==> src/pkg/epo_pkg.sv <==
// shared constants and types of the energy pulse output block
package epo_pkg;
	// register byte offsets
	localparam logic [7:0] ADDR_CTRL   = 8'h00;
	localparam logic [7:0] ADDR_STATUS = 8'h04;
	localparam logic [7:0] ADDR_MASK   = 8'h08;
	localparam logic [7:0] ADDR_LIVE   = 8'h0c;
	localparam logic [7:0] ADDR_CALCNT = 8'h10;
	localparam logic [7:0] ADDR_CALTH  = 8'h14;
	// field positions
	localparam int CTRL_EN_BIT   = 0;
	localparam int ST_CAL_BIT    = 0;
	localparam int ST_LF_BIT     = 1;
	localparam int ST_FLAG_BIT   = 2;
	localparam int LIVE_FLAG_BIT = 0;
	localparam int LIVE_SEL_LSB  = 1;
	// reset values
	localparam logic [31:0] CTRL_RST  = 32'h0000_0001;
	localparam logic [2:0]  MASK_RST  = 3'h0;
	localparam logic [31:0] CALTH_RST = 32'h0010_0000;
	// axi response codes
	localparam logic [1:0] RESP_OKAY   = 2'h0;
	localparam logic [1:0] RESP_SLVERR = 2'h2;
	// datapath widths
	localparam int SMP_W = 16;
	localparam int PWR_W = 40;
	localparam int ACC_W = 48;
	localparam int HPF_SHIFT = 10;
	// timing
	localparam int CLK_MHZ     = 10;
	localparam int CF_WIDTH_NS = 10000;
	localparam int LF_WIDTH_NS = 1000000;
	localparam int CF_WIDTH_CYC = (CF_WIDTH_NS * CLK_MHZ + 999) / 1000;
	localparam int LF_WIDTH_CYC = (LF_WIDTH_NS * CLK_MHZ + 999) / 1000;
	// low-frequency thresholds per rate code, gain shifts per gain code
	localparam logic [31:0] LF_TH0 = 32'h8000_0000;
	localparam logic [31:0] LF_TH1 = 32'h4000_0000;
	localparam logic [31:0] LF_TH2 = 32'h2000_0000;
	localparam logic [31:0] LF_TH3 = 32'h1000_0000;
	localparam logic [4:0] GAIN_SH0 = 5'h0;
	localparam logic [4:0] GAIN_SH1 = 5'h1;
	localparam logic [4:0] GAIN_SH2 = 5'h3;
	localparam logic [4:0] GAIN_SH3 = 5'h4;
	// static select pins
	typedef struct packed {
		logic calRateSelect;
		logic rateSelectHi;
		logic rateSelectLo;
		logic gainSelectHi;
		logic gainSelectLo;
		logic highpassSelect;
	} epo_sel_t;
	localparam int SEL_W = $bits(epo_sel_t);
endpackage

==> src/hw/epo_sync.sv <==
// two-flop synchroniser for a bundle of level inputs
`timescale 1ns/1ps
module epo_sync #(
	parameter int W = 1
) (
	input  wire logic         clk,     // block clock
	input  wire logic         reset_n, // sync reset, low active
	input  wire logic [W-1:0] async,   // levels from pins
	output logic      [W-1:0] synced   // levels on clk
);
	logic [W-1:0] stage1_r;

	// one pair of flops per bit; stage1 feeds only stage2
	genvar g;
	generate
		for (g = 0; g < W; g++)
		begin : gBit
			always_ff @(posedge clk)
			begin
				if (!reset_n)
				begin
					stage1_r[g] <= 1'b0;
					synced[g]   <= 1'b0;
				end
				else
				begin
					stage1_r[g] <= async[g];
					synced[g]   <= stage1_r[g];
				end
			end
		end
	endgenerate
endmodule

==> src/hw/epo_pulse_gen.sv <==
// accumulate signed power and emit stretched pulses at a threshold
`timescale 1ns/1ps
module epo_pulse_gen
	import epo_pkg::*;
(
	input  wire logic                    clk,       // block clock
	input  wire logic                    reset_n,   // sync reset, low
	input  wire logic                    enable,    // run accumulator
	input  wire logic signed [PWR_W-1:0] power,     // power sample
	input  wire logic                    powerVld,  // sample strobe
	input  wire logic        [31:0]      threshold, // energy per pulse
	input  wire logic        [15:0]      widthCyc,  // pulse width
	output logic                         pulse,     // stretched level
	output logic                         fire,      // one-cycle event
	output logic                         negative   // sign of last fire
);
	logic signed [ACC_W-1:0] acc_r;
	logic signed [ACC_W-1:0] sum;
	logic signed [ACC_W-1:0] thS;
	logic        [15:0]      width_r;
	logic                    firePos;
	logic                    fireNeg;

	// next sum and threshold crossing either way
	always_comb
	begin
		sum = acc_r + ACC_W'(power);
		thS = ACC_W'({16'h0000, threshold});
		firePos = enable && powerVld && (sum >= thS);
		fireNeg = enable && powerVld && (sum <= -thS);
	end

	// accumulator keeps remainder so no energy is lost
	always_ff @(posedge clk)
	begin
		if (!reset_n || !enable)
			acc_r <= '0;
		else if (firePos)
			acc_r <= sum - thS;
		else if (fireNeg)
			acc_r <= sum + thS;
		else if (powerVld)
			acc_r <= sum;
	end

	// event and sign registered together
	always_ff @(posedge clk)
	begin
		if (!reset_n)
		begin
			fire     <= 1'b0;
			negative <= 1'b0;
		end
		else
		begin
			fire <= firePos || fireNeg;
			if (firePos || fireNeg)
				negative <= fireNeg;
		end
	end

	// width counter restarts on each event
	always_ff @(posedge clk)
	begin
		if (!reset_n)
		begin
			width_r <= '0;
			pulse   <= 1'b0;
		end
		else if (fire)
		begin
			width_r <= widthCyc;
			pulse   <= 1'b1;
		end
		else if (width_r > 16'h0001)
			width_r <= width_r - 16'h0001;
		else
		begin
			width_r <= '0;
			pulse   <= 1'b0;
		end
	end
endmodule

==> src/hw/epo_top.sv <==
// energy pulse output control with axi4-lite registers
//
// Decided for this implementation: the register offsets and the AXI4-Lite slave port.
`timescale 1ns/1ps
module epo_top
	import epo_pkg::*;
#(
	parameter int LF_WIDTH = LF_WIDTH_CYC
) (
	input  wire logic                    clk,           // block clock
	input  wire logic                    reset_n,       // sync, low
	input  wire logic signed [SMP_W-1:0] currentSample, // current adc
	input  wire logic signed [SMP_W-1:0] voltageSample, // voltage adc
	input  wire logic                    sampleValid,   // sample strobe
	input  wire epo_sel_t                selPins,       // static pins
	output logic                         calibrationPulseOut, // cal
	output logic                         energyPulseA,  // low freq a
	output logic                         energyPulseB,  // low freq b
	output logic                         negativePowerFlag, // sign
	output logic                         irq,           // interrupt
	input  wire logic [7:0]              s_axi_awaddr,  // write addr
	input  wire logic                    s_axi_awvalid, // aw valid
	output logic                         s_axi_awready, // aw ready
	input  wire logic [31:0]             s_axi_wdata,   // write data
	input  wire logic [3:0]              s_axi_wstrb,   // byte enables
	input  wire logic                    s_axi_wvalid,  // w valid
	output logic                         s_axi_wready,  // w ready
	output logic [1:0]                   s_axi_bresp,   // write resp
	output logic                         s_axi_bvalid,  // b valid
	input  wire logic                    s_axi_bready,  // b ready
	input  wire logic [7:0]              s_axi_araddr,  // read addr
	input  wire logic                    s_axi_arvalid, // ar valid
	output logic                         s_axi_arready, // ar ready
	output logic [31:0]                  s_axi_rdata,   // read data
	output logic [1:0]                   s_axi_rresp,   // read resp
	output logic                         s_axi_rvalid,  // r valid
	input  wire logic                    s_axi_rready   // r ready
);
	localparam logic [15:0] CF_W = 16'(CF_WIDTH_CYC);
	localparam logic [15:0] LF_W = 16'(LF_WIDTH);

	epo_sel_t                sel;
	logic signed [SMP_W-1:0] dc_r;
	logic signed [SMP_W:0]   curFilt;
	logic signed [PWR_W-1:0] curGain;
	logic signed [PWR_W-1:0] power_r;
	logic                    powerVld_r;
	logic        [31:0]      ctrl_r;
	logic        [31:0]      calTh_r;
	logic        [31:0]      calThEff;
	logic        [31:0]      lfTh;
	logic        [2:0]       status_r;
	logic        [2:0]       mask_r;
	logic        [31:0]      calCnt_r;
	logic                    calPulse;
	logic                    calFire;
	logic                    calNeg;
	logic                    calFireD_r;
	logic                    lfPulse;
	logic                    lfFire;
	logic                    sideB_r;
	logic                    enable;
	logic        [7:0]       awAddr_r;
	logic                    awHeld_r;
	logic        [31:0]      wData_r;
	logic        [3:0]       wStrb_r;
	logic                    wHeld_r;
	logic                    doWrite;
	logic                    doRead;
	logic        [2:0]       evt;
	logic        [2:0]       rdClr;

	// decode of the two-bit gain code into a left shift
	function automatic logic [4:0] gain_shift(input logic [1:0] code);
		unique case (code)
			2'h0: gain_shift = GAIN_SH0;
			2'h1: gain_shift = GAIN_SH1;
			2'h2: gain_shift = GAIN_SH2;
			2'h3: gain_shift = GAIN_SH3;
		endcase
	endfunction

	// decode of the two-bit rate code into a pulse threshold
	function automatic logic [31:0] rate_th(input logic [1:0] code);
		unique case (code)
			2'h0: rate_th = LF_TH0;
			2'h1: rate_th = LF_TH1;
			2'h2: rate_th = LF_TH2;
			2'h3: rate_th = LF_TH3;
		endcase
	endfunction

	// static pins come from outside the clock domain
	epo_sync #(
		.W(SEL_W)
	) uSync (
		.clk     (clk),
		.reset_n (reset_n),
		.async   (selPins),
		.synced  (sel)
	);

	assign enable = ctrl_r[CTRL_EN_BIT];

	// dc tracker: slow leaky average of the current channel
	always_ff @(posedge clk)
	begin
		if (!reset_n)
			dc_r <= '0;
		else if (sampleValid && sel.highpassSelect)
			dc_r <= dc_r + SMP_W'((currentSample - dc_r) >>> HPF_SHIFT);
	end

	// filter applied or bypassed, then gain stage
	always_comb
	begin
		if (sel.highpassSelect)
			curFilt = (SMP_W+1)'(currentSample) - (SMP_W+1)'(dc_r);
		else
			curFilt = (SMP_W+1)'(currentSample);
		curGain = PWR_W'(curFilt) <<< gain_shift({sel.gainSelectHi,
			sel.gainSelectLo});
	end

	// instantaneous power product, registered
	always_ff @(posedge clk)
	begin
		if (!reset_n)
		begin
			power_r    <= '0;
			powerVld_r <= 1'b0;
		end
		else
		begin
			power_r    <= PWR_W'(curGain * PWR_W'(voltageSample));
			powerVld_r <= sampleValid;
		end
	end

	// thresholds from the select pins
	always_comb
	begin
		calThEff = sel.calRateSelect ? {1'b0, calTh_r[31:1]} : calTh_r;
		lfTh     = rate_th({sel.rateSelectHi, sel.rateSelectLo});
	end

	// calibration channel: short integration of power
	epo_pulse_gen uCal (
		.clk       (clk),
		.reset_n   (reset_n),
		.enable    (enable),
		.power     (power_r),
		.powerVld  (powerVld_r),
		.threshold (calThEff),
		.widthCyc  (CF_W),
		.pulse     (calPulse),
		.fire      (calFire),
		.negative  (calNeg)
	);

	// low-frequency channel: long integration, average power
	epo_pulse_gen uLf (
		.clk       (clk),
		.reset_n   (reset_n),
		.enable    (enable),
		.power     (power_r),
		.powerVld  (powerVld_r),
		.threshold (lfTh),
		.widthCyc  (LF_W),
		.pulse     (lfPulse),
		.fire      (lfFire),
		.negative  ()
	);

	// registered pulse outputs; side flips as the pulse starts, so a leads
	always_ff @(posedge clk)
	begin
		if (!reset_n)
		begin
			sideB_r             <= 1'b0;
			calibrationPulseOut <= 1'b0;
			energyPulseA        <= 1'b0;
			energyPulseB        <= 1'b0;
		end
		else
		begin
			if (lfFire)
				sideB_r <= !sideB_r;
			calibrationPulseOut <= calPulse;
			energyPulseA        <= lfPulse && sideB_r;
			energyPulseB        <= lfPulse && !sideB_r;
		end
	end

	// sign moves at the edge that raises the calibration pin, held until the next one
	always_ff @(posedge clk)
	begin
		calFireD_r <= reset_n && calFire;
		if (!reset_n)
			negativePowerFlag <= 1'b0;
		else if (calFireD_r)
			negativePowerFlag <= calNeg;
	end

	// calibration pulse counter
	always_ff @(posedge clk)
	begin
		if (!reset_n)
			calCnt_r <= '0;
		else if (calFire)
			calCnt_r <= calCnt_r + 32'h0000_0001;
	end

	// sticky events: set beats the read clear
	assign evt = {calFire && (calNeg != negativePowerFlag), lfFire, calFire};
	assign rdClr = (doRead && s_axi_araddr == ADDR_STATUS) ? 3'h7 : 3'h0;

	always_ff @(posedge clk)
	begin
		if (!reset_n)
			status_r <= '0;
		else
			status_r <= (status_r & ~rdClr) | evt;
	end

	assign irq = |(status_r & mask_r);

	// write channel capture, address and data in either order
	assign s_axi_awready = !awHeld_r && !s_axi_bvalid;
	assign s_axi_wready  = !wHeld_r && !s_axi_bvalid;
	assign doWrite       = awHeld_r && wHeld_r;

	always_ff @(posedge clk)
	begin
		if (!reset_n)
		begin
			awHeld_r <= 1'b0;
			wHeld_r  <= 1'b0;
			awAddr_r <= '0;
			wData_r  <= '0;
			wStrb_r  <= '0;
		end
		else
		begin
			if (s_axi_awvalid && s_axi_awready)
			begin
				awHeld_r <= 1'b1;
				awAddr_r <= s_axi_awaddr;
			end
			else if (doWrite)
				awHeld_r <= 1'b0;
			if (s_axi_wvalid && s_axi_wready)
			begin
				wHeld_r <= 1'b1;
				wData_r <= s_axi_wdata;
				wStrb_r <= s_axi_wstrb;
			end
			else if (doWrite)
				wHeld_r <= 1'b0;
		end
	end

	// register writes with byte enables
	always_ff @(posedge clk)
	begin
		if (!reset_n)
		begin
			ctrl_r  <= CTRL_RST;
			mask_r  <= MASK_RST;
			calTh_r <= CALTH_RST;
		end
		else if (doWrite)
		begin
			for (int b = 0; b < 4; b++)
			begin
				if (wStrb_r[b] && awAddr_r == ADDR_CTRL)
					ctrl_r[b*8 +: 8] <= wData_r[b*8 +: 8];
				if (wStrb_r[b] && awAddr_r == ADDR_CALTH)
					calTh_r[b*8 +: 8] <= wData_r[b*8 +: 8];
			end
			if (wStrb_r[0] && awAddr_r == ADDR_MASK)
				mask_r <= wData_r[2:0];
		end
	end

	// write response
	always_ff @(posedge clk)
	begin
		if (!reset_n)
		begin
			s_axi_bvalid <= 1'b0;
			s_axi_bresp  <= RESP_OKAY;
		end
		else if (doWrite)
		begin
			s_axi_bvalid <= 1'b1;
			s_axi_bresp  <= (awAddr_r == ADDR_CTRL || awAddr_r == ADDR_MASK ||
				awAddr_r == ADDR_CALTH) ? RESP_OKAY : RESP_SLVERR;
		end
		else if (s_axi_bready)
			s_axi_bvalid <= 1'b0;
	end

	// read channel: one cycle to data
	assign s_axi_arready = !s_axi_rvalid;
	assign doRead        = s_axi_arvalid && s_axi_arready;

	always_ff @(posedge clk)
	begin
		if (!reset_n)
		begin
			s_axi_rvalid <= 1'b0;
			s_axi_rdata  <= '0;
			s_axi_rresp  <= RESP_OKAY;
		end
		else if (doRead)
		begin
			s_axi_rvalid <= 1'b1;
			s_axi_rresp  <= RESP_OKAY;
			unique case (s_axi_araddr)
				ADDR_CTRL:   s_axi_rdata <= ctrl_r;
				ADDR_STATUS: s_axi_rdata <= {29'h0, status_r};
				ADDR_MASK:   s_axi_rdata <= {29'h0, mask_r};
				ADDR_LIVE:   s_axi_rdata <= {25'h0, sel, negativePowerFlag};
				ADDR_CALCNT: s_axi_rdata <= calCnt_r;
				ADDR_CALTH:  s_axi_rdata <= calTh_r;
				default:
				begin
					s_axi_rdata <= '0;
					s_axi_rresp <= RESP_SLVERR;
				end
			endcase
		end
		else if (s_axi_rready)
			s_axi_rvalid <= 1'b0;
	end
endmodule

==> config.mk <==
export PLATFORM = sky130hd
export DESIGN_NAME = epo_top
export DESIGN_NICKNAME = d
export VERILOG_FILES = /design/src/pkg/epo_pkg.sv /design/src/hw/epo_sync.sv /design/src/hw/epo_pulse_gen.sv /design/src/hw/epo_top.sv
export SDC_FILE = /design/constraint.sdc
export NUM_CORES = 2
export LEC_CHECK = 0
export ABC_AREA = 1
export BUFFER_PORTS_ARGS = -buffer_cell sky130_fd_sc_hd__buf_2
export CAP_MARGIN = 20
export CELL_PAD_IN_SITES_DETAIL_PLACEMENT = 1
export CELL_PAD_IN_SITES_GLOBAL_PLACEMENT = 2
export CORE_AREA = 2 2 350 352
export DETAILED_ROUTE_END_ITERATION = 16
export DIE_AREA = 0 0 352 354
export GPL_ROUTABILITY_DRIVEN = 0
export MAX_ROUTING_LAYER = met4
export PLACE_DENSITY_LB_ADDON = 0.3
export REMOVE_ABC_BUFFERS = 1
export SLEW_MARGIN = 20
export SYNTH_ARGS = -nofsm -noshare
export SYNTH_HDL_FRONTEND = slang
export SYNTH_SLANG_ARGS = --single-unit
==> constraint.sdc <==
create_clock -name clk -period 21.3 [get_ports clk]
set_clock_uncertainty 0.15 [all_clocks]
set_input_delay 1.065 -clock clk [delete_from_list [all_inputs] [get_ports clk]]
set_output_delay 1.065 -clock clk [all_outputs]
set_load 0.01 [all_outputs]
==> impl_metrics.toml <==
[drt]
dr.pass1.iters = 6
drt_iter0_markers = 2774
vias = 47300
finalWirelength_mm = 180
vias_per_cell = 5.29
avgRoutedWirePerCell_um = 20.1
ant_nets = 0
drc = 0

[die]
pin_count = 144
die-height_um = 354
die_w_um = 352
die_area_sq_um = 125000
fp-row-count = 128
start_util_pct = 39.7
core_area_sq_um = 121000

[yosys]
yosys.area.top_type_share_pct = 16.4
synth_cell_types = 68
ys_seq_area_share_pct = 16.4
avgSynthCellArea_sq_um = 6.63
ys.warnings.count = 0
synth.area.top_cells = "dfxtp_1, fa_1, nand2_1, ha_1, inv_1"
synthFlopType = "dfxtp_1"
synthCells = 7236
yosysMostFrequentCell = "nand2_1"
synth_edf_count = 0
synth_common_cells = "nand2_1, inv_1, nor2_1"
syn-cell-area_sq_um = 48000
async_flop_share_pct = 0
ys_ff_latch = 392
yosysTopAreaCell = "dfxtp_1"

[timing]
fmax_mhz = 106
whs_ps = 265
setup_viol = 0
fin_setup_tns_ps = 0
worst_slew_pin_slew_ps = 1130
fin_ws_ps = 11870
slew_violations = 0
slew_headroom_pct = 24.0
period_share_pct = 44.3
final_hold_viol_count = 0
finalCriticalPeriod_ps = 9430
rsz0062_at_grt = "false"

[worst_setup_path]
critical-path-top-delay-family = "adder cells"
cp_slowest_cell = "nor2_1"
cp.arrival_ps = 9770
setup.worst_path.start_class = "flop"
critPathBufInv = 10
r2r-end = "power_r[34]"
worst-path-stages = 34
worstPathMaxFanout = 18
end_kind = "flop"
worstSetupPathType = "reg -> reg"
reg2reg_depth = 34
r2r_start = "uSync.synced[1]"
rrSetupSlack_ps = 11870
cp_common_cell = "inv_1"
slowest_delay_ps = 810
cp_data_required_time_ps = 21630

[cts]
cts_root_buffer = "clkbuf_16"
insertion_delay_ps = 670
path_clk_slew_ps = 60
hold_buffers = 0
clock_sinks = 392
cts_buffer_depth = 3
cts-resized-gates = 0
post_cts_buffers = 0
numCtsBuffers = 50
cts_tree = "built"
cts_max_level = 2

[min_path]
min_from = "uSync.stage1_r[5]"
hold_depth = 2
worstHoldEndpoint = "uSync.synced[5]"
hp-class = "reg -> reg"

[layout]
drive_gt1_share_pct = 6.73
filler_cell_count = 15900
regArea_sq_um = 7850
area_growth_pct = 8.37
multi_input_area_sq_um = 34500
utilization_pct = 43.0
fin_nets = 8133

[grt]
track_usage_pct = 29.5
grt_max_degree = 98
grt_pass1_wl_mm = 282
grt_pass1_vias = 49100
antenna_found_initial = 1
gr-total-overflow = 0

[placed_design]
portBuffers = 141
dp.final_hpwl_mm = 150
pre_cts_ws_ps = 11400

[job]
cap_violations = 0

[outcome]
status = "finished, final reports clean"
[sequential cells by signal, summed over array words and instances (netlist names), 4 cells and up]
| name | flops |
|---|---|
| uSync.synced | 6 |
| calCnt_r | 32 |
| wStrb_r | 4 |
| awAddr_r | 8 |
| uSync.stage1_r | 6 |
| wData_r | 32 |
| uLf.acc_r | 48 |
| s_axi_rdata | 32 |
| uCal.acc_r | 48 |
| calTh_r | 32 |
| dc_r | 16 |
| ctrl_r | 32 |
| uLf.width_r | 16 |
| power_r | 40 |
| uCal.width_r | 16 |
[cell type report]
class                      count  area share (%)
multi-input combinational   5386            66.3
sequential                   392            15.1
inverter                    1273            9.21
tap                         1625            3.91
clock buffer                  70            2.82
timing repair buffer         180            1.93
clock inverter                23           0.671
antenna                        1         0.00481
[placed cells by master, fill, tap and decap left out, drive strengths merged, types with 37 or more instances in the layout]
cell    synthesis  layout
nand3         339     339
o211ai         64      64
or2            37      37
inv          1257    1260
xor2          154     154
o21ai         450     450
nand2        1676    1676
clkbuf        136      70
buf            57     180
xnor2          61      61
nor2          928     928
dfxtp         392     392
ha            370     370
fa            382     382
a21oi         535     535
nand4          92      92
nor3           89      89
[worst max path at each step]
stage             endpoint  slack, ps              from
5_1_grt        power_r[34]      11090   uSync.synced[1]
6_report       power_r[34]      11870   uSync.synced[1]
3_3_place_gp   power_r[34]      11560  currentSample[0]
4_1_cts        power_r[34]      11840   uSync.synced[1]
2_1_floorplan  power_r[34]      12320  currentSample[0]
3_5_place_dp   power_r[34]      11400  currentSample[0]
[worst register-to-register path: cells and delay by family (launching register included)]
kind	cells	cell delay (ps)
fa+ha+maj	8	3710
buf+inv	10	1420
compound gates	6	1540
flops	1	420
xor+xnor	1	110
simple gates	9	1870
[cell families (layout without fill, tap and decap cells)]
logic type / Yosys count / after routing / synth area share [%]
adder cells (fa/ha/maj): 752 / 752 / 25.6
other: 1 / 11 / 0.00782
AND/OR/NAND/NOR: 3206 / 3206 / 28.4
flip-flops: 392 / 392 / 16.4
XOR/XNOR: 215 / 215 / 3.96
AO/OA/AOI/OAI: 1203 / 1203 / 13.9
buffers and inverters: 1467 / 1546 / 11.8
[stage by stage]
| stage | std cells | instance area [sq um] |
|---|---|---|
| 2_1_floorplan | 7051 | 47100 |
| 3_3_place_gp | 8856 | 50200 |
| 3_5_place_dp | 8856 | 50200 |
| 4_1_cts | 8949 | 52000 |
| 5_1_grt | 8950 | 52000 |
| 6_report | 8950 | 52000 |
[per-layer routing]
layer	up-vias	GRT usage (%)	wire (um)
li1	22900	-	-
met4	0	8.26	5330
met1	23200	39.2	83500
met5	-	-	0
met3	231	2.87	8690
met2	1061	47.7	82600
Power is left out: the tool's default activity adds up to more than one toggle a clock period on the data nets, which glitch-free logic cannot reach.
